<file path="config.mk">
export PLATFORM = sky130hd
export DESIGN_NAME = irq_event_low
export DESIGN_NICKNAME = d
export VERILOG_FILES = /design/src/irq_event_pkg.sv /design/src/event_edge_detect.sv /design/src/irq_event_low.sv
export SDC_FILE = /design/constraint.sdc
export NUM_CORES = 1
export LEC_CHECK = 0
export ABC_AREA = 1
export ABC_CLOCK_PERIOD_IN_PS = 3950
export BUFFER_PORTS_ARGS = -buffer_cell sky130_fd_sc_hd__buf_4
export CAP_MARGIN = 20
export CORE_ASPECT_RATIO = 0.7
export CORE_MARGIN = 10
export CORE_UTILIZATION = 43
export CTS_CLUSTER_DIAMETER = 30
export DETAILED_ROUTE_END_ITERATION = 16
export GPL_ROUTABILITY_DRIVEN = 0
export GPL_TIMING_DRIVEN = 0
export PLACE_DENSITY_LB_ADDON = 0.12
export SLEW_MARGIN = 15
export SYNTH_ARGS = -nofsm -noshare
export SYNTH_HDL_FRONTEND = slang
export SYNTH_SLANG_ARGS = --single-unit
</file>
<file path="constraint.sdc">
create_clock -name core_clk -period 3.95 [get_ports core_clk]
set_input_delay 0.9875 -clock core_clk [delete_from_list [all_inputs] [get_ports core_clk]]
set_output_delay 0.9875 -clock core_clk [all_outputs]
set_load 0.005 [all_outputs]
</file>
<file path="src/irq_event_pkg.sv">
// Constants, bit layout and carrier types for the low interrupt event bits
package irq_event_pkg;

   localparam int EV_W = 21;
   localparam int DATA_W = 32;
   localparam int ADDR_W = 8;

   // Register window offsets
   localparam logic [ADDR_W-1:0] OFF_EVENT_SET = 8'h80;
   localparam logic [ADDR_W-1:0] OFF_EVENT_CLR = 8'h84;

   // Bit positions
   localparam int BIT_NEW_CYCLE = 20;
   localparam int BIT_PHY_REQ = 19;
   localparam int BIT_BUS_REINIT = 17;
   localparam int BIT_ID_DONE = 16;
   localparam int BIT_LOCK_FAIL = 9;
   localparam int BIT_BUF_WR_FAIL = 8;
   localparam int BIT_RX_SUMMARY = 7;
   localparam int BIT_TX_SUMMARY = 6;
   localparam int BIT_REPLY_PKT = 5;
   localparam int BIT_REQUEST_PKT = 4;
   localparam int BIT_REPLY_RX_DMA = 3;
   localparam int BIT_REQUEST_RX_DMA = 2;
   localparam int BIT_REPLY_SEND = 1;
   localparam int BIT_REQUEST_SEND = 0;

   // Latched bits, and every bit that may read nonzero
   localparam logic [EV_W-1:0] LATCH_MASK = 21'h1B_033F;
   localparam logic [EV_W-1:0] READ_MASK = 21'h1B_03FF;
   localparam logic [EV_W-1:0] EVENT_RESET = 21'h00_0000;
   localparam logic [DATA_W-1:0] RDATA_RESET = 32'h0000_0000;

   // Four DMA completion sources, index order
   localparam int DMA_N = 4;
   localparam int DMA_REQUEST_SEND = 0;
   localparam int DMA_REPLY_SEND = 1;
   localparam int DMA_REQUEST_RX = 2;
   localparam int DMA_REPLY_RX = 3;

   typedef struct packed {
      logic wr;
      logic rd;
      logic [ADDR_W-1:0] addr;
      logic [DATA_W-1:0] wdata;
   } reg_req_t;

   typedef enum logic [1:0] {
      RD_IDLE = 2'b01,
      RD_RESP = 2'b10
   } rd_state_t;

endpackage

</file>
<file path="src/event_edge_detect.sv">
// Rising edge detector for a vector of event sources
`timescale 1ns/1ns
module event_edge_detect #(
   parameter int WIDTH = 8
) (
   // Clock and reset
   input wire logic core_clk,
   input wire logic rst_b,
   // Sources and edges
   input wire logic [WIDTH-1:0] src,
   output logic [WIDTH-1:0] rise
);
   logic [WIDTH-1:0] prev_reg;
   logic [WIDTH-1:0] prev_next;

   always_comb begin
      prev_next = src;
   end

   always_ff @(posedge core_clk) begin
      if (!rst_b) begin
         prev_reg <= '0;
      end else begin
         prev_reg <= prev_next;
      end
   end

   // A level held high counts once only
   assign rise = src & ~prev_reg;
endmodule // event_edge_detect

</file>
<file path="src/irq_event_low.sv">
// Interrupt event bits 20..0: latched events, summaries, set/clear window
`timescale 1ns/1ns
module irq_event_low
   import irq_event_pkg::*;
#(
   parameter int ISO_RX_N = 4,
   parameter int ISO_TX_N = 4
) (
   // Clock and reset
   input wire logic core_clk,
   input wire logic rst_b,
   // Register window
   input wire reg_req_t reg_req,
   output logic [DATA_W-1:0] reg_rdata,
   output logic reg_rvalid,
   // Mask register contents, low bits
   input wire logic [EV_W-1:0] int_mask,
   // Link and PHY events
   input wire logic cycle_count_lsb,
   input wire logic phy_status_irq,
   input wire logic phy_bus_reset,
   input wire logic self_id_stream_rcvd,
   input wire logic lock_reply_no_ack,
   input wire logic buffered_write_bus_err,
   input wire logic reply_packet_stored_ev,
   input wire logic request_packet_stored_ev,
   // DMA completions and their interrupt conditions
   input wire logic [DMA_N-1:0] dma_cmd_done,
   input wire logic [DMA_N-1:0] dma_irq_cond,
   // Isochronous per-context events and masks
   input wire logic [ISO_RX_N-1:0] iso_rx_event,
   input wire logic [ISO_RX_N-1:0] iso_rx_mask,
   input wire logic [ISO_TX_N-1:0] iso_tx_event,
   input wire logic [ISO_TX_N-1:0] iso_tx_mask,
   // Unmasked state for the interrupt logic
   output logic [EV_W-1:0] event_latched,
   output logic timed_receive_summary,
   output logic timed_transmit_summary
);

   function automatic logic addr_hit(input logic [ADDR_W-1:0] a, input logic [ADDR_W-1:0] off);
      addr_hit = (a == off);
   endfunction

   // Latched flags
   logic [EV_W-1:0] event_reg;
   logic [EV_W-1:0] event_next;
   // Summaries, following the contexts with one cycle lag
   logic rx_sum_reg;
   logic rx_sum_next;
   logic tx_sum_reg;
   logic tx_sum_next;
   // Cycle count LSB history
   logic lsb_reg;
   logic lsb_next;
   // Read answer
   rd_state_t rd_state_reg;
   rd_state_t rd_state_next;
   logic [DATA_W-1:0] rdata_reg;
   logic [DATA_W-1:0] rdata_next;

   logic [7:0] src_vec;
   logic [7:0] src_rise;
   logic [EV_W-1:0] hw_set;
   logic [EV_W-1:0] sw_set;
   logic [EV_W-1:0] sw_clr;
   logic [EV_W-1:0] set_all;
   logic [EV_W-1:0] view;
   logic cycle_toggle;
   logic bus_rise;
   logic win_hit;

   assign src_vec = {request_packet_stored_ev, reply_packet_stored_ev, buffered_write_bus_err,
                     lock_reply_no_ack, self_id_stream_rcvd, phy_bus_reset, phy_status_irq, 1'b0};

   event_edge_detect #(
      .WIDTH(8)
   ) u_edges (
      .core_clk(core_clk),
      .rst_b(rst_b),
      .src(src_vec),
      .rise(src_rise)
   );

   always_comb begin
      lsb_next = cycle_count_lsb;
   end

   // either direction of the LSB counts
   assign cycle_toggle = cycle_count_lsb ^ lsb_reg;

   always_comb begin
      hw_set = '0;
      hw_set[BIT_NEW_CYCLE] = cycle_toggle;
      hw_set[BIT_PHY_REQ] = src_rise[1];
      hw_set[BIT_BUS_REINIT] = src_rise[2];
      hw_set[BIT_ID_DONE] = src_rise[3];
      hw_set[BIT_LOCK_FAIL] = src_rise[4];
      hw_set[BIT_BUF_WR_FAIL] = src_rise[5];
      hw_set[BIT_REPLY_PKT] = src_rise[6];
      hw_set[BIT_REQUEST_PKT] = src_rise[7];
      // receive descriptors, when the context asks
      hw_set[BIT_REPLY_RX_DMA] = dma_cmd_done[DMA_REPLY_RX] & dma_irq_cond[DMA_REPLY_RX];
      hw_set[BIT_REQUEST_RX_DMA] = dma_cmd_done[DMA_REQUEST_RX] & dma_irq_cond[DMA_REQUEST_RX];
      // send commands, when the context asks
      hw_set[BIT_REPLY_SEND] = dma_cmd_done[DMA_REPLY_SEND] & dma_irq_cond[DMA_REPLY_SEND];
      hw_set[BIT_REQUEST_SEND] = dma_cmd_done[DMA_REQUEST_SEND] & dma_irq_cond[DMA_REQUEST_SEND];
   end

   // software strobes reach latched bits only
   assign sw_set = (reg_req.wr && addr_hit(reg_req.addr, OFF_EVENT_SET)) ?
                   (reg_req.wdata[EV_W-1:0] & LATCH_MASK) : '0;
   assign sw_clr = (reg_req.wr && addr_hit(reg_req.addr, OFF_EVENT_CLR)) ?
                   (reg_req.wdata[EV_W-1:0] & LATCH_MASK) : '0;
   assign set_all = hw_set | sw_set;
   assign bus_rise = set_all[BIT_BUS_REINIT] & ~event_reg[BIT_BUS_REINIT];

   always_comb begin
      // a set in the clearing cycle is kept
      event_next = ((event_reg & ~sw_clr) | set_all) & LATCH_MASK;
      // identity-done drops as bus reinit rises, even over a new set
      if (bus_rise) begin
         event_next[BIT_ID_DONE] = 1'b0;
      end
   end

   always_comb begin
      rx_sum_next = |(iso_rx_event & iso_rx_mask);
      tx_sum_next = |(iso_tx_event & iso_tx_mask);
   end

   always_comb begin
      view = event_reg;
      view[BIT_RX_SUMMARY] = rx_sum_reg;
      view[BIT_TX_SUMMARY] = tx_sum_reg;
   end

   assign win_hit = addr_hit(reg_req.addr, OFF_EVENT_SET) | addr_hit(reg_req.addr, OFF_EVENT_CLR);

   always_comb begin
      rd_state_next = RD_IDLE;
      rdata_next = rdata_reg;
      case (rd_state_reg)
         RD_IDLE, RD_RESP: begin
            if (reg_req.rd) begin
               rd_state_next = RD_RESP;
               rdata_next = win_hit ? {{(DATA_W-EV_W){1'b0}}, view & int_mask & READ_MASK} : RDATA_RESET;
            end
         end
         default: begin
            rd_state_next = RD_IDLE;
         end
      endcase
   end

   always_ff @(posedge core_clk) begin
      if (!rst_b) begin
         event_reg <= EVENT_RESET;
         rx_sum_reg <= 1'b0;
         tx_sum_reg <= 1'b0;
         lsb_reg <= 1'b0;
         rd_state_reg <= RD_IDLE;
         rdata_reg <= RDATA_RESET;
      end else begin
         event_reg <= event_next;
         rx_sum_reg <= rx_sum_next;
         tx_sum_reg <= tx_sum_next;
         lsb_reg <= lsb_next;
         rd_state_reg <= rd_state_next;
         rdata_reg <= rdata_next;
      end
   end

   assign reg_rdata = rdata_reg;
   assign reg_rvalid = (rd_state_reg == RD_RESP);
   assign event_latched = event_reg;
   assign timed_receive_summary = rx_sum_reg;
   assign timed_transmit_summary = tx_sum_reg;

   // Checks
   chk_new_cycle_set: assert property (@(posedge core_clk) disable iff (!rst_b)
      cycle_toggle |=> event_reg[BIT_NEW_CYCLE])
      else $error("new cycle flag not set after LSB change");

   chk_phy_req_set: assert property (@(posedge core_clk) disable iff (!rst_b)
      $rose(phy_status_irq) |=> event_reg[BIT_PHY_REQ])
      else $error("phy request flag not set");

   chk_bit18_zero: assert property (@(posedge core_clk) disable iff (!rst_b)
      reg_rvalid |-> !reg_rdata[18])
      else $error("bit 18 read nonzero");

   chk_reserved_low_zero: assert property (@(posedge core_clk) disable iff (!rst_b)
      reg_rvalid |-> (reg_rdata[15:10] == 6'h00))
      else $error("bits 15 to 10 read nonzero");

   chk_bus_reinit_set: assert property (@(posedge core_clk) disable iff (!rst_b)
      $rose(phy_bus_reset) |=> event_reg[BIT_BUS_REINIT])
      else $error("bus reinit flag not set");

   chk_id_done_set: assert property (@(posedge core_clk) disable iff (!rst_b)
      ($rose(self_id_stream_rcvd) && !bus_rise) |=> event_reg[BIT_ID_DONE])
      else $error("identity done flag not set");

   chk_id_done_drop: assert property (@(posedge core_clk) disable iff (!rst_b)
      $rose(event_reg[BIT_BUS_REINIT]) |-> !event_reg[BIT_ID_DONE])
      else $error("identity done kept while bus reinit rose");

   chk_lock_fail_set: assert property (@(posedge core_clk) disable iff (!rst_b)
      $rose(lock_reply_no_ack) |=> event_reg[BIT_LOCK_FAIL])
      else $error("lock reply failure not set");

   chk_buf_write_set: assert property (@(posedge core_clk) disable iff (!rst_b)
      $rose(buffered_write_bus_err) |=> event_reg[BIT_BUF_WR_FAIL])
      else $error("buffered write failure not set");

   chk_rx_summary: assert property (@(posedge core_clk) disable iff (!rst_b)
      ##1 (rx_sum_reg == |($past(iso_rx_event) & $past(iso_rx_mask))))
      else $error("receive summary wrong");

   chk_tx_summary: assert property (@(posedge core_clk) disable iff (!rst_b)
      ##1 (tx_sum_reg == |($past(iso_tx_event) & $past(iso_tx_mask))))
      else $error("transmit summary wrong");

   chk_reply_pkt_set: assert property (@(posedge core_clk) disable iff (!rst_b)
      $rose(reply_packet_stored_ev) |=> event_reg[BIT_REPLY_PKT])
      else $error("reply packet flag not set");

   chk_request_pkt_set: assert property (@(posedge core_clk) disable iff (!rst_b)
      $rose(request_packet_stored_ev) |=> event_reg[BIT_REQUEST_PKT])
      else $error("request packet flag not set");

   chk_reply_rx_cond: assert property (@(posedge core_clk) disable iff (!rst_b)
      (!event_reg[BIT_REPLY_RX_DMA] && !sw_set[BIT_REPLY_RX_DMA])
      |=> (event_reg[BIT_REPLY_RX_DMA] ==
           ($past(dma_cmd_done[DMA_REPLY_RX]) && $past(dma_irq_cond[DMA_REPLY_RX]))))
      else $error("reply receive dma flag wrong");

   chk_request_rx_cond: assert property (@(posedge core_clk) disable iff (!rst_b)
      (!event_reg[BIT_REQUEST_RX_DMA] && !sw_set[BIT_REQUEST_RX_DMA])
      |=> (event_reg[BIT_REQUEST_RX_DMA] ==
           ($past(dma_cmd_done[DMA_REQUEST_RX]) && $past(dma_irq_cond[DMA_REQUEST_RX]))))
      else $error("request receive dma flag wrong");

   chk_reply_send_cond: assert property (@(posedge core_clk) disable iff (!rst_b)
      (dma_cmd_done[DMA_REPLY_SEND] && dma_irq_cond[DMA_REPLY_SEND]) |=> event_reg[BIT_REPLY_SEND])
      else $error("reply send flag not set");

   chk_request_send_cond: assert property (@(posedge core_clk) disable iff (!rst_b)
      (dma_cmd_done[DMA_REQUEST_SEND] && dma_irq_cond[DMA_REQUEST_SEND]) |=> event_reg[BIT_REQUEST_SEND])
      else $error("request send flag not set");

   chk_sw_set_bit: assert property (@(posedge core_clk) disable iff (!rst_b)
      (reg_req.wr && reg_req.addr == OFF_EVENT_SET && reg_req.wdata[BIT_LOCK_FAIL]) |=> event_reg[BIT_LOCK_FAIL])
      else $error("set write did not set bit");

   chk_clear_only: assert property (@(posedge core_clk) disable iff (!rst_b)
      ##1 ((($past(event_reg) & ~event_reg & ~$past(sw_clr)) & ~(EV_W'(1) << BIT_ID_DONE)) == '0))
      else $error("flag dropped without clear write");

   chk_read_masked: assert property (@(posedge core_clk) disable iff (!rst_b)
      (reg_req.rd && win_hit) |=> (reg_rvalid && reg_rdata[EV_W-1:0] == ($past(view) & $past(int_mask))))
      else $error("read not masked event state");

   chk_summary_no_write: assert property (@(posedge core_clk) disable iff (!rst_b)
      (reg_req.wr && win_hit && rx_sum_next == rx_sum_reg) |=> $stable(rx_sum_reg))
      else $error("write disturbed receive summary");

   chk_clear_works: assert property (@(posedge core_clk) disable iff (!rst_b)
      (reg_req.wr && reg_req.addr == OFF_EVENT_CLR && reg_req.wdata[BIT_PHY_REQ] && !phy_status_irq)
      |=> !event_reg[BIT_PHY_REQ])
      else $error("clear write did not clear bit");

   chk_rvalid_follows_rd: assert property (@(posedge core_clk) disable iff (!rst_b)
      ##1 (reg_rvalid == $past(reg_req.rd)))
      else $error("read answer valid out of step");

   chk_outside_reads_zero: assert property (@(posedge core_clk) disable iff (!rst_b)
      (reg_req.rd && !win_hit) |=> (reg_rvalid && reg_rdata == '0))
      else $error("read outside window not zero");

   chk_id_done_on_reset: assert property (@(posedge core_clk) disable iff (!rst_b)
      ($rose(phy_bus_reset) && !event_reg[BIT_BUS_REINIT]) |=> !event_reg[BIT_ID_DONE])
      else $error("identity done kept on bus reset");

   chk_rx_sum_unset: assert property (@(posedge core_clk) disable iff (!rst_b)
      (reg_req.wr && reg_req.addr == OFF_EVENT_SET && reg_req.wdata[BIT_RX_SUMMARY] &&
       !(|(iso_rx_event & iso_rx_mask)))
      |=> !rx_sum_reg)
      else $error("set write reached receive summary");

   chk_tx_sum_uncleared: assert property (@(posedge core_clk) disable iff (!rst_b)
      (reg_req.wr && reg_req.addr == OFF_EVENT_CLR && reg_req.wdata[BIT_TX_SUMMARY] &&
       (|(iso_tx_event & iso_tx_mask)))
      |=> tx_sum_reg)
      else $error("clear write reached transmit summary");

endmodule // irq_event_low

</file>
==> impl_metrics.tcl <==
set metrics [dict create \
    status "finished clean" \
    cp_max_fo 10 \
    dp.cells 461 \
    crit_chain "buf_4 > inv_1 > nand2_1 > nor2_1 > nand3_1 > clkbuf_1 > o21ai_0 > a21oi_1" \
    drt_iter0_markers 70 \
    largest_reg_flops 14 \
    antenna_cells 0 \
    synthFlopType "dfxtp_1" \
    yosysMostFrequentCell "nand2_1" \
    synthArstFlopShare_pct 0 \
    synthTopCellsByCount "nand2_1 (72), inv_1 (51), dfxtp_1 (38)" \
    grt_util_all_layers_pct 15.0 \
    dr_total_vias 2007 \
    die_h_microns 77.4 \
    layout_min_cycle_time_ns 1.97 \
    dr.pass1.iters 4 \
    core-area_sq_um 4430 \
    slew_viol_final 0 \
    intPower_w 0.000637 \
    routed_wl_mm 6.17 \
    arrival_ns 2.13 \
    numCtsBuffers 5 \
    cts_buffer_depth 2 \
    grt-ovfl-total 0 \
    power_frac_seq_pct 47.8 \
    required_ns 4.10 \
    ys_ff_latch 38 \
    vias_per_cell 4.28 \
    fin_hold_ws_ns 0.464 \
    finClkSkew_ns 0.00238 \
    peakVddDrop_mv 0.193 \
    instances_no_fill 469 \
    ant_nets 0 \
    clkPwrFrac_pct 32.2 \
    cts_tree "yes" \
    crit_type "in -> reg" \
    ys_types 23 \
    final_area_sq_um 3010 \
    cts_htree_levels 2 \
    drive_gt1_share_pct 37.2 \
    seq_area_frac_synth_pct 37.6 \
    synth_area_sq_um 2020 \
    synth_area_per_cell_sq_um 7.15 \
    cpLargestDelayFamily "buffers and inverters" \
    netlist_instances 283 \
    maxCapViolations 0 \
    p_comb_share_pct 20.0 \
    placed_area_sq_um 2920 \
    p_per_area_nw_per_um2 285 \
    ios 153 \
    fin_total_pwr_w 0.000857 \
    synth_top_area_share_pct 37.6 \
    finalCritPeriodShare_pct 49.9 \
    place_hpwl_mm 5.05 \
    synth_warnings 0 \
    cts_root_buf "clkbuf_8" \
    path_buf_inv 3 \
    area_growth_pct 48.7 \
    finalSetupViolations 0 \
    cp-end-kind "register" \
    grt_max_degree 12 \
    antenna_found_initial 0 \
    switching_power_w 0.000220 \
    hold_viol 0 \
    leakagePower_nw 1.62 \
    crit_slowest_cell "clkbuf_1" \
    portBuffers 97 \
    synth_edf_count 0 \
    cts.clk_slew.worst_paths_ns 0.07 \
    max_stage_delay_ns 0.27 \
    drc 0 \
    rsz0062_at_grt "no" \
    die_width_microns 102 \
    cts_setup_buffers 0 \
    finalNetCount 511 \
    clk_latency_ns 0.29 \
    wl_per_cell_microns 13.2 \
    cts.sinks 38 \
    min_path_type "reg -> reg" \
    worstSetupStartpointType "input pin" \
    p_sw_share_pct 25.7 \
    start_util_pct 45.7 \
    synth_area_leaders "dfxtp_1 (38%), nand2_1 (13%), buf_4 (10%)" \
    grt_pass1_wl_mm 9.60 \
    synth_area_leader_cell "dfxtp_1" \
    tns_ns 0 \
    cts-resized-gates 0 \
    rows 20 \
    die_area_sq_um 7890 \
    grt_pass1_vias 2043 \
    fmax_mhz 507 \
    hold_buffers 0 \
]
## metrics by stage
step,worst slack [ns],utilization [%]
after floorplan,2.15,-
after global placement,1.76,65.9
after detailed placement,1.70,65.9
after CTS,2.00,67.9
after global routing,1.84,67.9
final,1.98,67.9
## metal layers
layer	share of wire [%]	vias to the layer above	track usage (%)
li1	-	1069	-
met5	0	-	0
met3	13	5	7.52
met1	37	856	15.8
met2	49	77	26.2
met4	0.58	0	3.65
## worst min-delay path, cell delays in order, from the launching register on
cell	delay [ns]
dfxtp_1	0.31
nand2_1	0.06
a21oi_1	0.05
## power by group through the flow
stage | sequential (W) | combinational [W] | clock (W)
5_1_grt | 0.000412 | 0.000192 | 0.000301
4_1_cts | 0.000410 | 0.000170 | 0.000287
6_report | 0.000409 | 0.000172 | 0.000276
3_5_place_dp | 0.000418 | 0.000170 | 0
2_1_floorplan | 0.000418 | 0.0000802 | 0
3_3_place_gp | 0.000417 | 0.000166 | 0
## final cells by class
class,instances,area [sq um]
fill,428,1420
inverter,52,195
clock buffer,7,86.3
multi-input combinational,183,906
clock inverter,1,5.00
sequential,38,761
timing repair buffer,97,728
tap,55,68.8
buffer,36,259
## path summary, 6_finish.rpt
kind | start | to | slack, ns | cells past startpoint
worst max-delay path | reg_req[38] | event_latched[5] | 1.98 | 8
worst min-delay path | reg_rdata[8] | reg_rdata[8] | 0.46 | 2
worst max register to register | rd_state_reg[0] | rd_state_reg[0] | 2.34 | 7
worst min register to register | reg_rdata[8] | reg_rdata[8] | 0.46 | 2
## placed cells by master, fill, tap and decap left out, drive strengths merged
| master | Yosys | routed |
|---|---|---|
| a41oi | 2 | 2 |
| nand2 | 74 | 74 |
| buf | 35 | 132 |
| dfxtp | 38 | 38 |
| ha | 1 | 1 |
| o21ai | 13 | 13 |
| nor2 | 13 | 13 |
| nand3b | 14 | 14 |
| clkinv | 0 | 1 |
| conb | 1 | 27 |
| inv | 52 | 52 |
| xnor2 | 1 | 1 |
| a21oi | 25 | 25 |
| clkbuf | 1 | 8 |
| nand3 | 13 | 13 |
## cell families after synthesis
kind of cell	after synthesis	synth area share (%)
xor+xnor	1	0.433
simple gates	114	27.9
flops	38	37.6
compound gates	40	10.8
fa+ha+maj	1	0.618
buf+inv	88	22.4
other cells	1	0.185
No activity file was read; power rests on OpenSTA's default activity.
